$ cat src/hw/dvam_params.svh
// Register offsets, field positions, reset values and timing counts of the volume block
// Contract
// Left mutes after selected zero-run length
// Right mutes after selected zero-run length
// Mute times counted in samples, scale
// Link 00: channels use own codes
// Link 01: right follows left code
// Left code: 0 is +24dB, 0.5dB steps
// Right code same scale, reset unity
// FE is -103dB, FF is mute
// Ramp-down every 1/2 samples, 11 instant; code also updates every 4 samples for 10
// Ramp-down step 4/2/1 dB per update
// Ramp-up every 1/2/4 samples, 11 instant
// Right writes stored, unused while linked
`ifndef DVAM_PARAMS_SVH
`define DVAM_PARAMS_SVH
//------------------------------------------------------------
// Register offsets
//------------------------------------------------------------
`define DVAM_OFS_AMT 8'h3B
`define DVAM_OFS_LINK 8'h3C
`define DVAM_OFS_LVOL 8'h3D
`define DVAM_OFS_RVOL 8'h3E
`define DVAM_OFS_RAMP 8'h3F
//------------------------------------------------------------
// Reset values
//------------------------------------------------------------
`define DVAM_RST_AMT 8'h00
`define DVAM_RST_LINK 8'h00
`define DVAM_RST_VOL 8'h30
`define DVAM_RST_RAMP 8'h33
//------------------------------------------------------------
// Field positions and codes
//------------------------------------------------------------
`define DVAM_LEFT_ZERO_MUTE_TIME_LSB 4
`define DVAM_RIGHT_ZERO_MUTE_TIME_LSB 0
`define DVAM_AMT_MASK 8'h77
`define DVAM_LINK_MASK 8'h03
`define DVAM_LINK_FOLLOW 2'h1
`define DVAM_VOL_MUTE 8'hFF
`define DVAM_VOL_MIN 8'hFE
`define DVAM_RATE_INSTANT 2'h3
//------------------------------------------------------------
// Zero-run lengths in samples at 48 kHz (ms * 48)
//------------------------------------------------------------
`define DVAM_ZRUN_0 20'h00450
`define DVAM_ZRUN_1 20'h013E0
`define DVAM_ZRUN_2 20'h027F0
`define DVAM_ZRUN_3 20'h063F0
`define DVAM_ZRUN_4 20'h0C8A0
`define DVAM_ZRUN_5 20'h18F60
`define DVAM_ZRUN_6 20'h3E760
`define DVAM_ZRUN_7 20'h7CEC0
`endif

$ cat src/hw/dvam_pkg.sv
// Types shared by the volume and auto-mute block
package dvam_pkg;
    // Register bus request
    typedef struct packed {
        logic wr;
        logic rd;
        logic [7:0] addr;
        logic [7:0] wdata;
    } dvam_req_s;
    // One stereo sample with its strobe
    typedef struct packed {
        logic valid;
        logic [23:0] left;
        logic [23:0] right;
    } dvam_smp_s;
    // Ramp state of one channel
    typedef enum logic [1:0] {
        DVAM_ST_RUN,
        DVAM_ST_DOWN,
        DVAM_ST_MUTED,
        DVAM_ST_UP
    } dvam_ramp_e;
endpackage : dvam_pkg

$ cat src/hw/dvam_chan.sv
// One channel: zero-run auto-mute detector and soft ramp of the live gain code
`include "dvam_params.svh"
module dvam_chan (
    input wire logic clk_in,
    input wire logic rst_in,
    input wire logic fs_tick_in,
    input wire logic zero_in,
    input wire logic soft_mute_in,
    input wire logic [2:0] zrun_sel_in,
    input wire logic [7:0] target_in,
    input wire logic [7:0] ramp_in,
    output logic [7:0] gain_out,
    output logic auto_muted_out
);
    import dvam_pkg::*;

    //------------------------------------------------------------
    // Helpers
    //------------------------------------------------------------
    // Zero-run length in samples; counting samples makes time scale with rate
    function automatic logic [19:0] zrun_len(input logic [2:0] sel);
        case (sel)
            3'h0: zrun_len = `DVAM_ZRUN_0;
            3'h1: zrun_len = `DVAM_ZRUN_1;
            3'h2: zrun_len = `DVAM_ZRUN_2;
            3'h3: zrun_len = `DVAM_ZRUN_3;
            3'h4: zrun_len = `DVAM_ZRUN_4;
            3'h5: zrun_len = `DVAM_ZRUN_5;
            3'h6: zrun_len = `DVAM_ZRUN_6;
            default: zrun_len = `DVAM_ZRUN_7;
        endcase
    endfunction : zrun_len

    // Step size in half-dB codes for a step field (4, 2, 1, 0.5 dB)
    function automatic logic [7:0] step_codes(input logic [1:0] s);
        case (s)
            2'h0: step_codes = 8'h08;
            2'h1: step_codes = 8'h04;
            2'h2: step_codes = 8'h02;
            default: step_codes = 8'h01;
        endcase
    endfunction : step_codes

    // Update period in samples minus one (1, 2, 4)
    function automatic logic [1:0] period_m1(input logic [1:0] f);
        case (f)
            2'h1: period_m1 = 2'h1;
            2'h2: period_m1 = 2'h3;
            default: period_m1 = 2'h0;
        endcase
    endfunction : period_m1

    //------------------------------------------------------------
    // State
    //------------------------------------------------------------
    typedef struct packed {
        dvam_ramp_e st;
        logic [19:0] zcnt;
        logic amute;
        logic [1:0] pcnt;
        logic [7:0] gain;
    } dvam_ch_s;
    dvam_ch_s s_r; // Registered state
    dvam_ch_s s_nxt; // Next state

    logic mute_req; // Either soft mute or auto mute
    logic [8:0] sum; // Widened gain arithmetic
    logic [7:0] st_c; // Current step in codes
    dvam_ramp_e st_e; // State after a change of request
    logic [1:0] pc_e; // Period count after a change of request

    //------------------------------------------------------------
    // Next-state logic, advanced once per sample
    //------------------------------------------------------------
    always_comb begin
        s_nxt = s_r;
        mute_req = soft_mute_in | s_r.amute;
        sum = 9'h000;
        st_c = 8'h00;
        st_e = s_r.st;
        pc_e = s_r.pcnt;
        if (fs_tick_in) begin
            // Zero-run counter saturates at one below the selected length
            if (!zero_in) begin
                s_nxt.zcnt = 20'h00000;
                s_nxt.amute = 1'b0;
            end else if (s_r.zcnt >= zrun_len(zrun_sel_in) - 20'h00001) begin
                s_nxt.amute = 1'b1;
            end else begin
                s_nxt.zcnt = s_r.zcnt + 20'h00001;
            end
            // A new request turns the ramp round on this same sample, so an
            // instant setting acts at once rather than one sample late
            if (mute_req && (s_r.st == DVAM_ST_RUN || s_r.st == DVAM_ST_UP)) begin
                st_e = DVAM_ST_DOWN;
                pc_e = 2'h0;
            end else if (!mute_req && (s_r.st == DVAM_ST_DOWN || s_r.st == DVAM_ST_MUTED)) begin
                st_e = DVAM_ST_UP;
                pc_e = 2'h0;
            end
            s_nxt.st = st_e;
            s_nxt.pcnt = pc_e;
            case (st_e)
                DVAM_ST_RUN: begin
                    s_nxt.gain = target_in;
                end
                DVAM_ST_UP: begin
                    if (ramp_in[3:2] == `DVAM_RATE_INSTANT || s_r.gain <= target_in) begin
                        s_nxt.gain = target_in;
                        s_nxt.st = DVAM_ST_RUN;
                    end else if (pc_e != 2'h0) begin
                        s_nxt.pcnt = pc_e - 2'h1;
                    end else begin
                        // Gain rises as code falls
                        st_c = step_codes(ramp_in[1:0]);
                        s_nxt.pcnt = period_m1(ramp_in[3:2]);
                        if (s_r.gain - target_in <= st_c) begin
                            s_nxt.gain = target_in;
                            s_nxt.st = DVAM_ST_RUN;
                        end else begin
                            s_nxt.gain = s_r.gain - st_c;
                        end
                    end
                end
                DVAM_ST_DOWN: begin
                    if (ramp_in[7:6] == `DVAM_RATE_INSTANT) begin
                        s_nxt.gain = `DVAM_VOL_MUTE;
                        s_nxt.st = DVAM_ST_MUTED;
                    end else if (pc_e != 2'h0) begin
                        s_nxt.pcnt = pc_e - 2'h1;
                    end else begin
                        st_c = step_codes(ramp_in[5:4]);
                        sum = {1'b0, s_r.gain} + {1'b0, st_c};
                        s_nxt.pcnt = period_m1(ramp_in[7:6]);
                        if (sum >= {1'b0, `DVAM_VOL_MIN}) begin
                            s_nxt.gain = `DVAM_VOL_MUTE;
                            s_nxt.st = DVAM_ST_MUTED;
                        end else begin
                            s_nxt.gain = sum[7:0];
                        end
                    end
                end
                DVAM_ST_MUTED: begin
                    s_nxt.gain = `DVAM_VOL_MUTE;
                end
                default: s_nxt.st = DVAM_ST_RUN;
            endcase
        end
    end

    //------------------------------------------------------------
    // State register
    //------------------------------------------------------------
    always_ff @(posedge clk_in or posedge rst_in) begin
        if (rst_in) begin
            s_r <= '{st: DVAM_ST_RUN, zcnt: 20'h00000, amute: 1'b0, pcnt: 2'h0,
                     gain: `DVAM_RST_VOL};
        end else begin
            s_r <= s_nxt;
        end
    end

    assign gain_out = s_r.gain;
    assign auto_muted_out = s_r.amute;
endmodule : dvam_chan

$ cat src/hw/dvam_top.sv
// Register bank for digital volume, link, ramp control and zero-data auto-mute
`include "dvam_params.svh"
// Five control registers, a filtered soft-mute pin
// and two identical channel ramps
module dvam_top (
    // Clock and reset
    input wire logic clk_in,
    input wire logic rst_in,

    // Register access and samples, same clock
    input wire dvam_pkg::dvam_req_s req_in,
    input wire dvam_pkg::dvam_smp_s smp_in,

    // Soft-mute pin, low mutes, asynchronous
    input wire logic soft_mute_pin_n_in,

    // Read data, held until the next read
    output logic [7:0] rdata_out,

    // Live gain codes
    output logic [7:0] left_gain_out,
    output logic [7:0] right_gain_out,

    // Zero-run auto-mute reached
    output logic left_auto_muted_out,
    output logic right_auto_muted_out
);
    import dvam_pkg::*;

    //------------------------------------------------------------
    // Register state
    //------------------------------------------------------------
    // All bank state in one struct: one process
    // computes it, one registers it
    typedef struct packed {
        // Mute times: left 6-4, right 2-0
        logic [7:0] amt;
        // Link mode in bits 1-0
        logic [7:0] link;
        // Gain codes, kept even while linked
        logic [7:0] lvol;
        logic [7:0] rvol;
        // Ramp rates and steps
        logic [7:0] ramp;
        // Read data, straight from a flop
        logic [7:0] rdata;
        // Pin stages, newest in bit 0
        logic [2:0] mute_sync;
    } dvam_regs_s;
    dvam_regs_s r_r; // Registered state
    dvam_regs_s r_nxt; // Next state

    // Channel side
    logic [7:0] right_target; // Code the right channel steers toward
    logic [7:0] lgain; // Left live gain
    logic [7:0] rgain; // Right live gain
    logic lam; // Left auto-muted
    logic ram; // Right auto-muted
    logic soft_mute; // Filtered soft-mute request

    // Output stage
    logic [7:0] out_lg_r;
    logic [7:0] out_rg_r;
    logic out_lam_r;
    logic out_ram_r;

    //------------------------------------------------------------
    // Register access and pin filter
    //------------------------------------------------------------
    // Pin is asynchronous: three stages, accepted when last two agree
    // A read in the cycle of a write to the
    // same place returns the old value
    always_comb begin
        // Hold all but the pin stages unless a strobe says otherwise
        r_nxt = r_r;
        // Pin taken inverted: high stage means mute
        r_nxt.mute_sync = {r_r.mute_sync[1:0], ~soft_mute_pin_n_in};

        // Writes; reserved bits stored as zero
        if (req_in.wr) begin
            case (req_in.addr)
                `DVAM_OFS_AMT: r_nxt.amt = req_in.wdata & `DVAM_AMT_MASK;
                `DVAM_OFS_LINK: r_nxt.link = req_in.wdata & `DVAM_LINK_MASK;
                `DVAM_OFS_LVOL: r_nxt.lvol = req_in.wdata;
                `DVAM_OFS_RVOL: r_nxt.rvol = req_in.wdata;
                `DVAM_OFS_RAMP: r_nxt.ramp = req_in.wdata;
                default: r_nxt.amt = r_r.amt; // Unmapped write ignored
            endcase
        end

        // Reads answer one cycle after the strobe
        if (req_in.rd) begin
            case (req_in.addr)
                `DVAM_OFS_AMT: r_nxt.rdata = r_r.amt;
                `DVAM_OFS_LINK: r_nxt.rdata = r_r.link;
                `DVAM_OFS_LVOL: r_nxt.rdata = r_r.lvol;
                `DVAM_OFS_RVOL: r_nxt.rdata = r_r.rvol;
                `DVAM_OFS_RAMP: r_nxt.rdata = r_r.ramp;
                default: r_nxt.rdata = 8'h00; // Unmapped reads as zero
            endcase
        end
    end

    // Register file; reset loads power-on codes
    always_ff @(posedge clk_in or posedge rst_in) begin
        if (rst_in) begin
            r_r <= '{
                amt: `DVAM_RST_AMT,
                link: `DVAM_RST_LINK,
                lvol: `DVAM_RST_VOL,
                rvol: `DVAM_RST_VOL,
                ramp: `DVAM_RST_RAMP,
                rdata: 8'h00,
                mute_sync: 3'h0
            };
        end else begin
            r_r <= r_nxt;
        end
    end

    // Hold last accepted pin level until stages two and three agree
    // A one-cycle glitch never reaches the ramps
    logic soft_mute_r; // Accepted soft-mute level
    always_ff @(posedge clk_in or posedge rst_in) begin
        if (rst_in) begin
            // Pin idle level: no false mute after reset
            soft_mute_r <= 1'b0;
        end else if (r_r.mute_sync[1] == r_r.mute_sync[2]) begin
            // Stages agree: accept the level
            soft_mute_r <= r_r.mute_sync[2];
        end
    end
    // Both channels ramp from their own gain
    assign soft_mute = soft_mute_r;

    //------------------------------------------------------------
    // Link selection
    //------------------------------------------------------------
    // Other link codes treated as independent; right code is kept meanwhile
    // Linking steers only the target; zero
    // detection stays per channel
    always_comb begin
        if (r_r.link[1:0] == `DVAM_LINK_FOLLOW) begin
            // Right tracks the left code
            right_target = r_r.lvol;
        end else begin
            // Right uses its own code
            right_target = r_r.rvol;
        end
    end

    //------------------------------------------------------------
    // Channels
    //------------------------------------------------------------
    // Left: own zero detector and ramp
    dvam_chan u_left (
        .clk_in(clk_in),
        .rst_in(rst_in),
        .fs_tick_in(smp_in.valid),
        .zero_in(smp_in.left == 24'h000000),
        .soft_mute_in(soft_mute),
        .zrun_sel_in(r_r.amt[`DVAM_LEFT_ZERO_MUTE_TIME_LSB +: 3]),
        .target_in(r_r.lvol),
        .ramp_in(r_r.ramp),
        .gain_out(lgain),
        .auto_muted_out(lam)
    );

    // Right: target from link selection
    // Ramp settings and soft mute are shared
    dvam_chan u_right (
        .clk_in(clk_in),
        .rst_in(rst_in),
        .fs_tick_in(smp_in.valid),
        .zero_in(smp_in.right == 24'h000000),
        .soft_mute_in(soft_mute),
        .zrun_sel_in(r_r.amt[`DVAM_RIGHT_ZERO_MUTE_TIME_LSB +: 3]),
        .target_in(right_target),
        .ramp_in(r_r.ramp),
        .gain_out(rgain),
        .auto_muted_out(ram)
    );

    //------------------------------------------------------------
    // Output registers
    //------------------------------------------------------------
    // Outputs leave from flops; one cycle of
    // latency is tiny against a sample period
    always_ff @(posedge clk_in or posedge rst_in) begin
        if (rst_in) begin
            // Reset codes while reset is held
            out_lg_r <= `DVAM_RST_VOL;
            out_rg_r <= `DVAM_RST_VOL;
            out_lam_r <= 1'b0;
            out_ram_r <= 1'b0;
        end else begin
            // Copy the channel results
            // Flags lag like the gains
            out_lg_r <= lgain;
            out_rg_r <= rgain;
            out_lam_r <= lam;
            out_ram_r <= ram;
        end
    end


    // Ports driven from the registers
    // Read data straight from the bank
    assign rdata_out = r_r.rdata;
    assign left_gain_out = out_lg_r;
    assign right_gain_out = out_rg_r;
    assign left_auto_muted_out = out_lam_r;
    assign right_auto_muted_out = out_ram_r;
endmodule : dvam_top

$ cat config.mk
export PLATFORM = sky130hd
export DESIGN_NAME = dvam_top
export DESIGN_NICKNAME = d
export VERILOG_FILES = /design/src/hw/dvam_pkg.sv /design/src/hw/dvam_chan.sv /design/src/hw/dvam_top.sv
export VERILOG_INCLUDE_DIRS = /design/src /design/src/hw
export SDC_FILE = /design/constraint.sdc
export NUM_CORES = 1
export LEC_CHECK = 0
export BUFFER_PORTS_ARGS = -buffer_cell sky130_fd_sc_hd__buf_2
export CAP_MARGIN = 15
export CELL_PAD_IN_SITES_DETAIL_PLACEMENT = 1
export CELL_PAD_IN_SITES_GLOBAL_PLACEMENT = 2
export CORE_MARGIN = 2
export CORE_UTILIZATION = 41
export CTS_BUF_LIST = sky130_fd_sc_hd__clkbuf_2 sky130_fd_sc_hd__clkbuf_4 sky130_fd_sc_hd__clkbuf_8
export DETAILED_ROUTE_END_ITERATION = 10
export PLACE_DENSITY = 0.94
export SLEW_MARGIN = 20
export SYNTH_ARGS = -nofsm -noshare
export SYNTH_HDL_FRONTEND = slang
export SYNTH_SLANG_ARGS = --single-unit
$ cat constraint.sdc
create_clock -name clk_in -period 10.3 [get_ports clk_in]
set_clock_uncertainty 0.1 [all_clocks]
set_input_delay 0.515 -clock clk_in [delete_from_list [all_inputs] [get_ports clk_in]]
set_output_delay 0.515 -clock clk_in [all_outputs]
set_load 0.02 [all_outputs]
# Word level (Yosys, flattened, before mapping)
# Cells that the tools add are included.
dict set report totals {
  ff_bits 128
  input_bits 70
  out_inout_bits 26
  wordCells 213
}
dict set report op_classes {
  add_sub_neg 12
  order_cmp 8
  eq_ne 49
  n_mux 84
  bitwise 3
  n_reduce_logical 35
}
# op count
set ops {}
lappend ops {{case mux 19 bit (7 select lines)} 2}
lappend ops {{2-to-1 mux 8 bit} 29}
lappend ops {{2-to-1 mux 20 bit} 6}
lappend ops {{2-to-1 mux 2 bit} 32}
lappend ops {{case mux 8 bit (4 select lines)} 2}
lappend ops {{logical NOT 24 bit} 2}
lappend ops {{2-to-1 mux 21 bit} 2}
lappend ops {{adder 20 x 1 -> 20 bit, second input constant} 2}
lappend ops {{== test 8 x 6 -> 1 bit, second input constant} 5}
lappend ops {{>= comparator 20 bit} 2}
lappend ops {{case mux 8 bit (5 select lines)} 1}
lappend ops {{subtractor 20 x 1 -> 20 bit, second input constant} 2}
lappend ops {{<= comparator 8 bit} 4}
lappend ops {{subtractor 8 bit} 4}
lappend ops {{== test 2 bit, second input constant} 14}
lappend ops {{case mux 2 bit (2 select lines)} 6}
lappend ops {{case mux 4 bit (3 select lines)} 2}
lappend ops {{adder 8 x 8 -> 9 bit} 2}
lappend ops {{== test 2 x 1 -> 1 bit, second input constant} 9}
lappend ops {{== test 3 bit, second input constant} 6}
lappend ops {{>= comparator 9 x 8 -> 1 bit, second input constant} 2}
lappend ops {{AND reduction 2 bit} 9}
lappend ops {{== test 3 x 2 -> 1 bit, second input constant} 4}
lappend ops {{logical NOT 2 bit} 6}
lappend ops {{15 further kinds} 36}

# Longest topological paths before layout
# Gate-level depths: netlist of the first run.
dict set report depth {
  word_depth 17
  depth_mapped 16
  depth_no_buf 15
}

# Cells and area by module
# A second synthesis of the first run with hierarchy kept.
dict set report unflattened {
  hier_cells 1143
  area_unflattened_um2 10313.6
}
# module instances cells_per_inst area_per_inst_um2 seq_area_each_um2
set by_module_without_submodules {}
lappend by_module_without_submodules {{dvam_chan (u_left)} 1 472 3816.2 828.3}
lappend by_module_without_submodules {{dvam_chan (u_right)} 1 466 3797.4 828.3}
lappend by_module_without_submodules {dvam_top 1 205 2700.1 1566.5}

# Worst setup path before layout of the first run
# No wires, ideal clock.
dict set report synth_path {
  kind {register to register}
  start {register r_r[36] (netlist name)}
  end {register u_right.s_r (netlist bit u_right.gain_out[0])}
  setup_time_ps 82
  t_arrival_ps 3421
  slack_ps 6697
  path_stages_with_launch 15
  n_path_buf 1
  path_cell_list {dfrtp_1 > nor2b_1 > clkbuf_1 > mux2_2 > ha_1 > inv_1 > fa_1 > a211o_1 > a221o_1 > a221o_1 > a21oi_2 > a21oi_1 > and3_1 > or3_1 > a22oi_2}
}
dict set report synth_via {
  elab_chain_cells 8
  elab_cells_between_ends 12
  cone_classes {1 x add/sub; 2 x order compare; 2 x eq/ne; 5 x mux; 2 x reduce/logical}
}
# item line_no
set synth_lines {}
lappend synth_lines {{from (decl)} dvam_top.sv:50} ;# dvam_regs_s r_r;
lappend synth_lines {{from (signal assigned)} dvam_top.sv:107} ;# r_r <= '{
lappend synth_lines {{from (signal assigned)} dvam_top.sv:117} ;# r_r <= r_nxt;
lappend synth_lines {{== test 2 x 1 -> 1 bit (no line) *} --}
lappend synth_lines {{2-to-1 mux 8 bit *} dvam_top.sv:143} ;# if (r_r.link[1:0] == `DVAM_LINK_FOLLOW) begin
lappend synth_lines {{subtractor 8 bit} dvam_chan.sv:117} ;# if (s_r.gain - target_in <= st_c) begin
lappend synth_lines {{<= comparator 8 bit} dvam_chan.sv:117}
lappend synth_lines {{2-to-1 mux 8 bit} dvam_chan.sv:117}
lappend synth_lines {{2-to-1 mux 8 bit} dvam_chan.sv:111} ;# end else if (pc_e != 2'h0) begin
lappend synth_lines {{2-to-1 mux 8 bit} dvam_chan.sv:108} ;# if (ramp_in[3:2] == `DVAM_RATE_INSTANT || s_r.gain <= target_in) begin
lappend synth_lines {{case mux 8 bit (4 select lines)} dvam_chan.sv:103} ;# case (st_e)
lappend synth_lines {{to (signal assigned)} dvam_chan.sv:156} ;# s_r <= '{st: DVAM_ST_RUN, zcnt: 20'h00000, amute: 1'b0, pcnt: 2'h0,
lappend synth_lines {{to (signal assigned)} dvam_chan.sv:159} ;# s_r <= s_nxt;
lappend synth_lines {{to (decl)} dvam_chan.sv:63} ;# dvam_ch_s s_r;
# Every way passes the cells marked *; elsewhere a longest branch is shown, timed or not. The select of a mux whose other input is x is not followed.
# A chain may end at the register's enable or synchronous reset.

# Worst setup path after layout of the first run
# Same ends and word-level chain as after synthesis.

==> results.toml, run 1 <==
[clocking]
clock_latency_ns = 0.47
clk_pin_slew_ns = 0.08
cts_max_level = 4
hold_buffers = 0
post_cts_buffers = 0
clock-sinks = 128
numCtsBuffers = 17
cts-root-buf = "clkbuf_8"
postCtsResizedCells = 0
cts_tree = "yes"
clk_path_buf_depth = 2

[sta]
finalSetupTns_ns = 0
rsz0062_at_grt = "false"
worst_pin_slew_ns = 1.04
fin_crit_sh_pct = 40.8
fmaxAchievable_mhz = 238
finalHoldViolCount = 0
slew_violations = 0
period_needed_ns = 4.21
max_slew_margin_pct = 30.5
setup_viol = 0

[placed_design]
gp_congestion = 0.840
io_buffers = 95
place_area_um2 = 9890
dp_hpwl_um = 20400

[synthesis]
yosys-top-cells-count = "dfrtp_1, nor2_1, ha_1, a21oi_1, nand2_1"
synth_area_um2 = 9230
synth_most_common_cell = "dfrtp_1"
synth_top_area_cell = "dfrtp_1"
ys_seq_elements = 128
synth_area_per_cell_um2 = 9.09
ys_seq_area_share_pct = 34.9
synth_ff_type = "dfrtp_1"
synth_top_cell_area_share_pct = 30.4
synth_cells = 1015
async_flop_share_pct = 100
yosysWarnings = 0
synth.distinct_cells = 79
synth_edf_count = 0
synth.area.top_cells = "dfrtp_1, ha_1, dfstp_2"

[final_layout]
nNetsFinal = 1244
antennaDiodeCount = 0
final_design_area_no_fill_um2 = 10300
drive_above_1_share_pct = 18.0
syn_to_final_growth_pct = 11.4

[critical_path]
crit_path_start = "r_r[36]$_DFFE_PP0P_"
crit_type = "register to register"
end_kind = "register"
crit_path_start_kind = "register"
worst_r2r_startpoint = "r_r[36]$_DFFE_PP0P_"
worst_ep_required_time_ns = 10.59
crit_path_max_fanout = 8
worstPathArrival_ns = 4.50

[drt]
post_drt_wl_per_cell_um = 19.4
drc_errors = 0
first_iter_violations = 416
wl_um = 26800
antenna_left = 0
route.vias.total = 8139
dr.pass1.iters = 5
viasPerCell = 5.89

[die]
die_y_um = 154
die_x_um = 154
dieArea_um2 = 23700
core_area_um2 = 22000
placementRows = 54
ioPinCount = 96
start_util_pct = 42.0

[status]
status = "completed"

[run]
cap_violations = 0

[global_routing]
grt_first_pass_wirelength_um = 44500
gr-total-overflow = 0
track_usage_pct = 23.5
grt_start_max_net_pins = 70
antenna_found_initial = 0
grt_pass1_vias = 8456

[hold_path]
min_path_type = "input port to async pin"

[power_and_ir_drop]
leakage_nw = 4.68
power.ir.vdd_worst_mv = 0.0848
finalPower_w = 0.00222
p_per_area_nw_per_um2 = 216
==> critical path, cell delays in order (launching register included) <==
cell     delay [ns]
dfrtp_1        0.39
nor2b_1        0.66
mux2i_1        0.47
ha_1           0.33
a21o_1         0.22
a21oi_1        0.18
xnor2_1        0.15
ha_1           0.29
a21oi_1        0.14
o21ai_0        0.12
a21oi_2        0.17
a21oi_1        0.15
and3_1         0.24
or3_1          0.39
a22oi_2        0.12
==> path summary, 6_finish.rpt <==
path	endpoint	slack (ns)	cells after the start
worst min register to register	r_nxt[2]$_DFF_PP0_	0.25	0
worst max-delay path	u_right.gain_out[0]$_DFFE_PP0P_	6.09	14
worst max register to register	u_right.gain_out[0]$_DFFE_PP0P_	6.09	14
min in group clk_in	r_nxt[1]$_DFF_PP0_	0.09	2
worst min-delay path	right_auto_muted_out$_DFF_PP0_	0.04	2
max in group asynchronous	left_gain_out[2]$_DFF_PP0_	8.78	3
==> through the flow <==
step	hold WS (ns)	instances	setup WS, ns	util, %
floorplan	0.231	1016	6.30	-
global placement	0.238	1349	6.28	45.0
detailed placement	0.236	1349	6.16	45.0
CTS	0.0533	1381	6.14	46.8
global route	0.0721	1381	5.71	46.8
finish	0.0440	1381	6.09	46.8
==> sequential cells by signal (all words and copies together), names as in the netlist <==
signal,flops
left_auto_muted_out,1
left_gain_out,8
r_nxt,2
r_r,33
rdata_out,8
right_auto_muted_out,1
right_gain_out,8
soft_mute,1
u_left.auto_muted_out,1
u_left.gain_out,8
u_left.s_r,24
u_right.auto_muted_out,1
u_right.gain_out,8
u_right.s_r,24
==> layout by cell type, fill, tap and decap left out, types with 10 or more instances in the layout <==
cell | synthesis | final
and3_1 | 23 | 23
dfrtp_1 | 112 | 112
a21o_1 | 20 | 20
nor2_1 | 86 | 86
dfstp_2 | 16 | 16
a211oi_1 | 10 | 10
ha_1 | 80 | 80
inv_1 | 53 | 52
nand4_1 | 22 | 22
nor4_1 | 17 | 17
a21oi_1 | 64 | 64
buf_2 | 5 | 95
mux2i_1 | 16 | 16
xnor2_1 | 26 | 26
mux2_2 | 34 | 34
clkbuf_8 | 0 | 18
nor2b_1 | 10 | 10
o22ai_1 | 15 | 15
nand2_1 | 64 | 64
nand3_1 | 36 | 36
nor3_1 | 24 | 24
o21ai_0 | 51 | 51
xor2_1 | 34 | 34
==> cells by family (layout without fill, tap and decap cells) <==
kind of cell	Yosys count	after routing	share of synthesized area [%]
compound gates	256	256	18.5
xor+xnor	60	60	5.69
fa+ha+maj	87	87	12.3
buf+inv	98	183	4.38
flops	128	128	34.9
mux	51	51	6.01
other cells	1	2	0.0406
simple gates	334	334	18.2
==> report_power, final <==
group / internal, W / switching, W / leakage (nW)
clock: 0.000220 / 0.000221 / 0.202
sequential: 0.000598 / 0.000131 / 1.65
combinational: 0.000428 / 0.000620 / 2.83
==> layout make-up <==
cell class              count  area, µm²
inverters                  53        204
clock buffers              18        248
repair buffers             98        498
multi-input cells         790       5620
flip-flops and latches    128       3220
well taps                 280        350
clock inverters            14        141
fillers                  2592      11700
==> per-layer routing <==
layer  global-route usage, %  part of all wire [%]
met5                       0                     0
met4                    7.61                   2.5
met3                    3.75                   3.5
met2                    40.5                    50
met1                    30.1                    45
(Power assumes the default switching activity.)
==> run 2: changes to the inputs <==
--- a/config.mk
+++ b/config.mk
@@ -6,15 +6,16 @@
 export SDC_FILE = /design/constraint.sdc
 export NUM_CORES = 1
 export LEC_CHECK = 0
+export ABC_AREA = 1
 export BUFFER_PORTS_ARGS = -buffer_cell sky130_fd_sc_hd__buf_2
 export CAP_MARGIN = 15
 export CELL_PAD_IN_SITES_DETAIL_PLACEMENT = 1
 export CELL_PAD_IN_SITES_GLOBAL_PLACEMENT = 2
 export CORE_MARGIN = 2
-export CORE_UTILIZATION = 41
+export CORE_UTILIZATION = 35
 export CTS_BUF_LIST = sky130_fd_sc_hd__clkbuf_2 sky130_fd_sc_hd__clkbuf_4 sky130_fd_sc_hd__clkbuf_8
 export DETAILED_ROUTE_END_ITERATION = 10
-export PLACE_DENSITY = 0.94
+export PLACE_DENSITY = 0.89
 export SLEW_MARGIN = 20
 export SYNTH_ARGS = -nofsm -noshare
 export SYNTH_HDL_FRONTEND = slang
==> constraint.sdc (replaced) <==
create_clock -name clk_in -period 4.3 [get_ports clk_in]
set_clock_uncertainty 0.1 [all_clocks]
set_input_delay 0.215 -clock clk_in [delete_from_list [all_inputs] [get_ports clk_in]]
set_output_delay 0.215 -clock clk_in [all_outputs]
set_load 0.02 [all_outputs]
==> results.toml, run 2 <==
[status]
status = "completed"

[synthesis]
synth_ff_type = "dfrtp_1"
synth.distinct_cells = 57
synth_most_common_cell = "nand2_1"
yosys-top-cells-count = "nand2_1, inv_1, nor2_1, nand3_1, dfrtp_1"
synth_area_um2 = 10200
synth_cells = 1467
ys_seq_area_share_pct = 31.6
yosysWarnings = 0
synth_edf_count = 0
ys_seq_elements = 128
synth.area.top_cells = "dfrtp_1, nand2_1, ha_1"
async_flop_share_pct = 100
synth_top_area_cell = "dfrtp_1"
synth_area_per_cell_um2 = 6.96
synth_top_cell_area_share_pct = 27.4

[sta]
period_needed_ns = 3.86
fmaxAchievable_mhz = 259
slew_violations = 0
finalSetupTns_ns = 0
setup_viol = 0
fin_crit_sh_pct = 89.8
max_slew_margin_pct = 30.8
worst_pin_slew_ns = 1.04
finalHoldViolCount = 0
rsz0062_at_grt = "false"

[critical_path]
cp_num_buf_inv = 2
critPathMostFrequentCell = "nand2_1"
crit_path_max_fanout = 9
cpMaxStageDelayCell = "o21ai_1"
worst_ep_required_time_ns = 4.55
cp_cell_sequence = "or2_1 -> buf_4 -> o21ai_1 -> ha_1 -> nand3_1 -> nand2_1 -> xor2_1 -> ha_1 -> nand2_1 -> inv_1 -> nand2_1 -> nand2_1 -> nand2_1 -> nand2_1 -> nor2_1 -> nand3_1 -> nand2_1 -> nand2_1 -> nand3_1 -> nand2_1 -> nand2_1 -> nand2_1"
crit_path_start_kind = "register"
worstPathArrival_ns = 4.11
crit_type = "register to register"
worst_path_largest_cell_delay_ns = 0.41
crit_family = "simple AND/OR/NAND/NOR gates"
end_kind = "register"

[global_routing]
grt_start_max_net_pins = 101
busiest_layer = "met2"
grt_first_pass_wirelength_um = 53800
track_usage_pct = 21.8
gr-total-overflow = 0
grt_use_met2_pct = 39.0
met3_usage_pct = 3.11
antenna_found_initial = 0
grtUsageMet1_pct = 27.4
grt_pass1_vias = 10400

[clocking]
clock-sinks = 128
clk_pin_slew_ns = 0.08
clock_latency_ns = 0.46
numCtsBuffers = 17
cts_tree = "yes"
cts-root-buf = "clkbuf_8"
cts_max_level = 4
clk_path_buf_depth = 2

[die]
die_y_um = 175
core_area_um2 = 28700
die_x_um = 175
dieArea_um2 = 30600
start_util_pct = 35.6
ioPinCount = 96
placementRows = 62

[final_layout]
multi_input_comb_area_um2 = 6060
final_cell_mix = "nand2_1, inv_1, nor2_1"
fin_util_pct = 40.0
regMostFlops = "r_r"
final_design_area_no_fill_um2 = 11500
largest_register_ffs = 33
syn_to_final_growth_pct = 12.5
seq_area_um2 = 3220
fill_cells = 3740
top_regs = "r_r (33), u_left.s_r (24), u_right.s_r (24)"
drive_above_1_share_pct = 12.5
antennaDiodeCount = 0
mostFrequentLayoutCell = "nand2_1"
fin_cells = 1954
nNetsFinal = 1713

[drt]
first_iter_violations = 479
drc_errors = 0
antenna_left = 0
viasPerCell = 5.18
route.vias.total = 10100
wl_um = 32200
dr.pass1.iters = 4
post_drt_wl_per_cell_um = 16.5

[power_and_ir_drop]
power.ir.vdd_worst_mv = 0.204
leakage_nw = 5.78
p_per_area_nw_per_um2 = 512
finalPower_w = 0.00588

[run]
cap_violations = 0

[placed_design]
io_buffers = 95
dp_hpwl_um = 25300
place_area_um2 = 11000
place_inst = 1917
gp_congestion = 0.834

[hold_path]
min_path_type = "input port to register"
## run 2: through the flow
stage               worst slack [ns]  hold WS, ns
floorplan                      0.599        0.174
global placement               0.474        0.239
detailed placement             0.376        0.241
CTS                            0.359       0.0217
global route                  0.0277       0.0154
finish                         0.441       0.0314
## run 2: power by group
| group | leakage [nW] | switching (W) | internal [W] | total (W) |
|---|---|---|---|---|
| clock network | 0.207 | 0.000542 | 0.000573 | 0.00112 |
| logic | 3.93 | 0.00200 | 0.00107 | 0.00307 |
| registers | 1.64 | 0.000261 | 0.00143 | 0.00170 |
## run 2: path summary, 6_finish.rpt
| check | startpoint | endpoint | slack (ns) | cells past startpoint |
|---|---|---|---|---|
| max | r_r[36]$_DFFE_PP0P_ | u_right.gain_out[7]$_DFFE_PP0P_ | 0.44 | 22 |
| max reg2reg | r_r[36]$_DFFE_PP0P_ | u_right.gain_out[7]$_DFFE_PP0P_ | 0.44 | 22 |
| min reg2reg | r_nxt[1]$_DFF_PP0_ | r_nxt[2]$_DFF_PP0_ | 0.27 | 0 |
| min in group asynchronous | rst_in | u_right.s_r[28]$_DFFE_PP0P_ | 0.37 | 3 |
| min | req_in[4] | r_r[31]$_DFFE_PP1P_ | 0.03 | 3 |
| max in group asynchronous | rst_in | r_r[11]$_DFFE_PP1P_ | 2.72 | 4 |
## run 2: logic make-up (layout without fill, tap and decap cells)
group	after synthesis	count (layout)	synth area share (%)
DFF	128	128	31.6
xor gates and xnor gates	35	35	3.00
other	1	2	0.0367
and+or+nand+nor	772	772	33.4
AOI/OAI and AO/OA	210	210	11.5
adders and majority gates	87	87	11.1
buffers and inverters	232	334	9.18
muxes	2	2	0.220
## run 2: tightest hold or removal path: stages
cell,delay [ns]
buf_2,0.09
inv_1,0.15
o21ai_0,0.11
## run 2: layout make-up
class	instances	share of cell area (%)
clock buffers	21	2.46
clock inverters	11	1.12
inverters	195	6.42
multi-input cells	1108	52.7
flip-flops and latches	128	28.1
well taps	384	4.18
repair buffers	107	5.03
## run 2: what timing repair did
action                     in CTS  in global routing
setup buffers                   0                  0
hold endpoints to repair       94                  0
resized for setup               0                  1
setup endpoints to repair       0                  6
hold buffers                    5                  0
## run 2: layer usage
layer	routed length, µm	share of wire [%]
met4	712	2.2
met5	0	0
met3	889	2.8
met1	14500	45
met2	16100	50
==> run 3: changes to the inputs <==
--- a/config.mk
+++ b/config.mk
@@ -11,6 +11,7 @@
 export CAP_MARGIN = 15
 export CELL_PAD_IN_SITES_DETAIL_PLACEMENT = 1
 export CELL_PAD_IN_SITES_GLOBAL_PLACEMENT = 2
+export CORE_ASPECT_RATIO = 2
 export CORE_MARGIN = 2
 export CORE_UTILIZATION = 35
 export CTS_BUF_LIST = sky130_fd_sc_hd__clkbuf_2 sky130_fd_sc_hd__clkbuf_4 sky130_fd_sc_hd__clkbuf_8
==> results.toml, run 3 (synthesis results as in run 2) <==
[status]
status = "completed"

[critical_path]
end_kind = "register"
crit_path_start_kind = "register"
crit_type = "register to register"
worst_ep_required_time_ns = 4.55
worstPathArrival_ns = 3.94
crit_path_max_fanout = 9

[drt]
dr.pass1.iters = 5
viasPerCell = 5.36
route.vias.total = 10400
drc_errors = 0
wl_um = 36900
post_drt_wl_per_cell_um = 19.0
antenna_left = 0
first_iter_violations = 449

[sta]
fmaxAchievable_mhz = 271
fin_crit_sh_pct = 85.8
setup_ws_ns = 0.611
finalSetupTns_ns = 0
period_needed_ns = 3.69
setup_viol = 0
finalHoldViolCount = 0
worst_pin_slew_ns = 0.989
rsz0062_at_grt = "false"
max_slew_margin_pct = 34.1
slew_violations = 0

[final_layout]
final_cell_mix = "nand2_1, inv_1, nor2_1"
syn_to_final_growth_pct = 13.7
fin_util_pct = 40.4
drive_above_1_share_pct = 12.8
nNetsFinal = 1723
top_regs = "r_r (33), u_left.s_r (24), u_right.s_r (24)"
mostFrequentLayoutCell = "nand2_1"
largest_register_ffs = 33
regMostFlops = "r_r"

[die]
die_y_um = 246
core_area_um2 = 28700
ioPinCount = 96
placementRows = 88
start_util_pct = 35.5
dieArea_um2 = 30600
die_x_um = 125

[placed_design]
gp_congestion = 0.915
pre_cts_ws_ns = 0.570
dp_hpwl_um = 29900
io_buffers = 95

[power_and_ir_drop]
power.ir.vdd_worst_mv = 0.208
leakage_nw = 5.84
p_per_area_nw_per_um2 = 535

[clocking]
post_cts_buffers = 0
cts_max_level = 4
clk_path_buf_depth = 2
cts_tree = "yes"
clock-sinks = 128
clock_latency_ns = 0.49
numCtsBuffers = 17
clk_pin_slew_ns = 0.09
cts-root-buf = "clkbuf_8"

[global_routing]
antenna_found_initial = 1
track_usage_pct = 24.8
grt_first_pass_wirelength_um = 59500
gr-total-overflow = 0
grt_start_max_net_pins = 99
grt_pass1_vias = 11400

[run]
cap_violations = 0

[hold_path]
min_path_type = "input port to register"
-- run 3: final cells by class --
cell class	count	area, µm²
fillers	3724	17100
multi-input cells	1108	6060
flip-flops and latches	128	3220
inverters	195	737
repair buffers	117	663
well taps	360	450
clock buffers	18	248
clock inverters	14	236
diodes	1	2.50
-- run 3: path summary, 6_finish.rpt --
kind                                          start                           to  slack (ns)  depth (start not counted)
max in group asynchronous                    rst_in           r_nxt[2]$_DFF_PP0_        2.64                          4
worst min register to register   r_nxt[1]$_DFF_PP0_           r_nxt[2]$_DFF_PP0_        0.25                          0
worst max-delay path            r_r[36]$_DFFE_PP0P_  u_right.s_r[31]$_DFFE_PP0P_        0.61                         20
worst min-delay path                     req_in[16]     rdata_out[2]$_DFFE_PP0P_        0.02                          2
worst max register to register  r_r[36]$_DFFE_PP0P_  u_right.s_r[31]$_DFFE_PP0P_        0.61                         20
min in group asynchronous                    rst_in   u_left.s_r[27]$_DFFE_PP0P_        0.38                          3
-- run 3: routing by layer --
metal | global-route usage (%) | part of all wire (%) | vias to the layer above
met2 | 51.0 | 58 | 226
met4 | 16.0 | 7.0 | 0
met5 | 0 | 0 | -
met3 | 3.02 | 2.3 | 105
met1 | 22.0 | 33 | 5064
li1 | - | - | 5008
-- run 3: worst max-delay path: stages, from the launching register on --
cell	delay, ns
dfrtp_1	0.40
or2_1	0.24
o21ai_0	0.39
ha_1	0.24
inv_1	0.06
fa_1	0.42
xor2_1	0.19
ha_1	0.28
nand2_1	0.07
inv_1	0.05
nand2_1	0.06
nand2_1	0.04
nand2_1	0.05
nand2_1	0.05
nor2_1	0.14
nand3_1	0.15
buf_4	0.21
o21ai_1	0.17
nand2_1	0.08
nand2_1	0.06
o21ai_1	0.09
-- run 3: repair_timing --
action                                 4_1_cts  5_1_grt
hold buffers                                 9        0
setup endpoints to repair                    0        0
endpoints found under the hold margin      102        0
gates resized for setup                      0        0
-- run 3: metrics by stage --
stage / hold slack (ns) / instance area (µm²) / total power (W) / std cells
6_report: 0.0198 / 11600 / 0.00622 / 1941
5_1_grt: 0.0553 / 11600 / 0.00673 / 1941
3_3_place_gp: 0.237 / 11000 / 0.00482 / 1899
2_1_floorplan: 0.174 / 10200 / 0.00396 / 1468
3_5_place_dp: 0.237 / 11000 / 0.00490 / 1899
4_1_cts: 0.00184 / 11600 / 0.00626 / 1940
-- run 3: where the power goes --
part	leakage [nW]	switching, W	internal, W
Combinational	3.97	0.00210	0.00109
Sequential	1.64	0.000275	0.00143
Clock	0.227	0.000561	0.000762
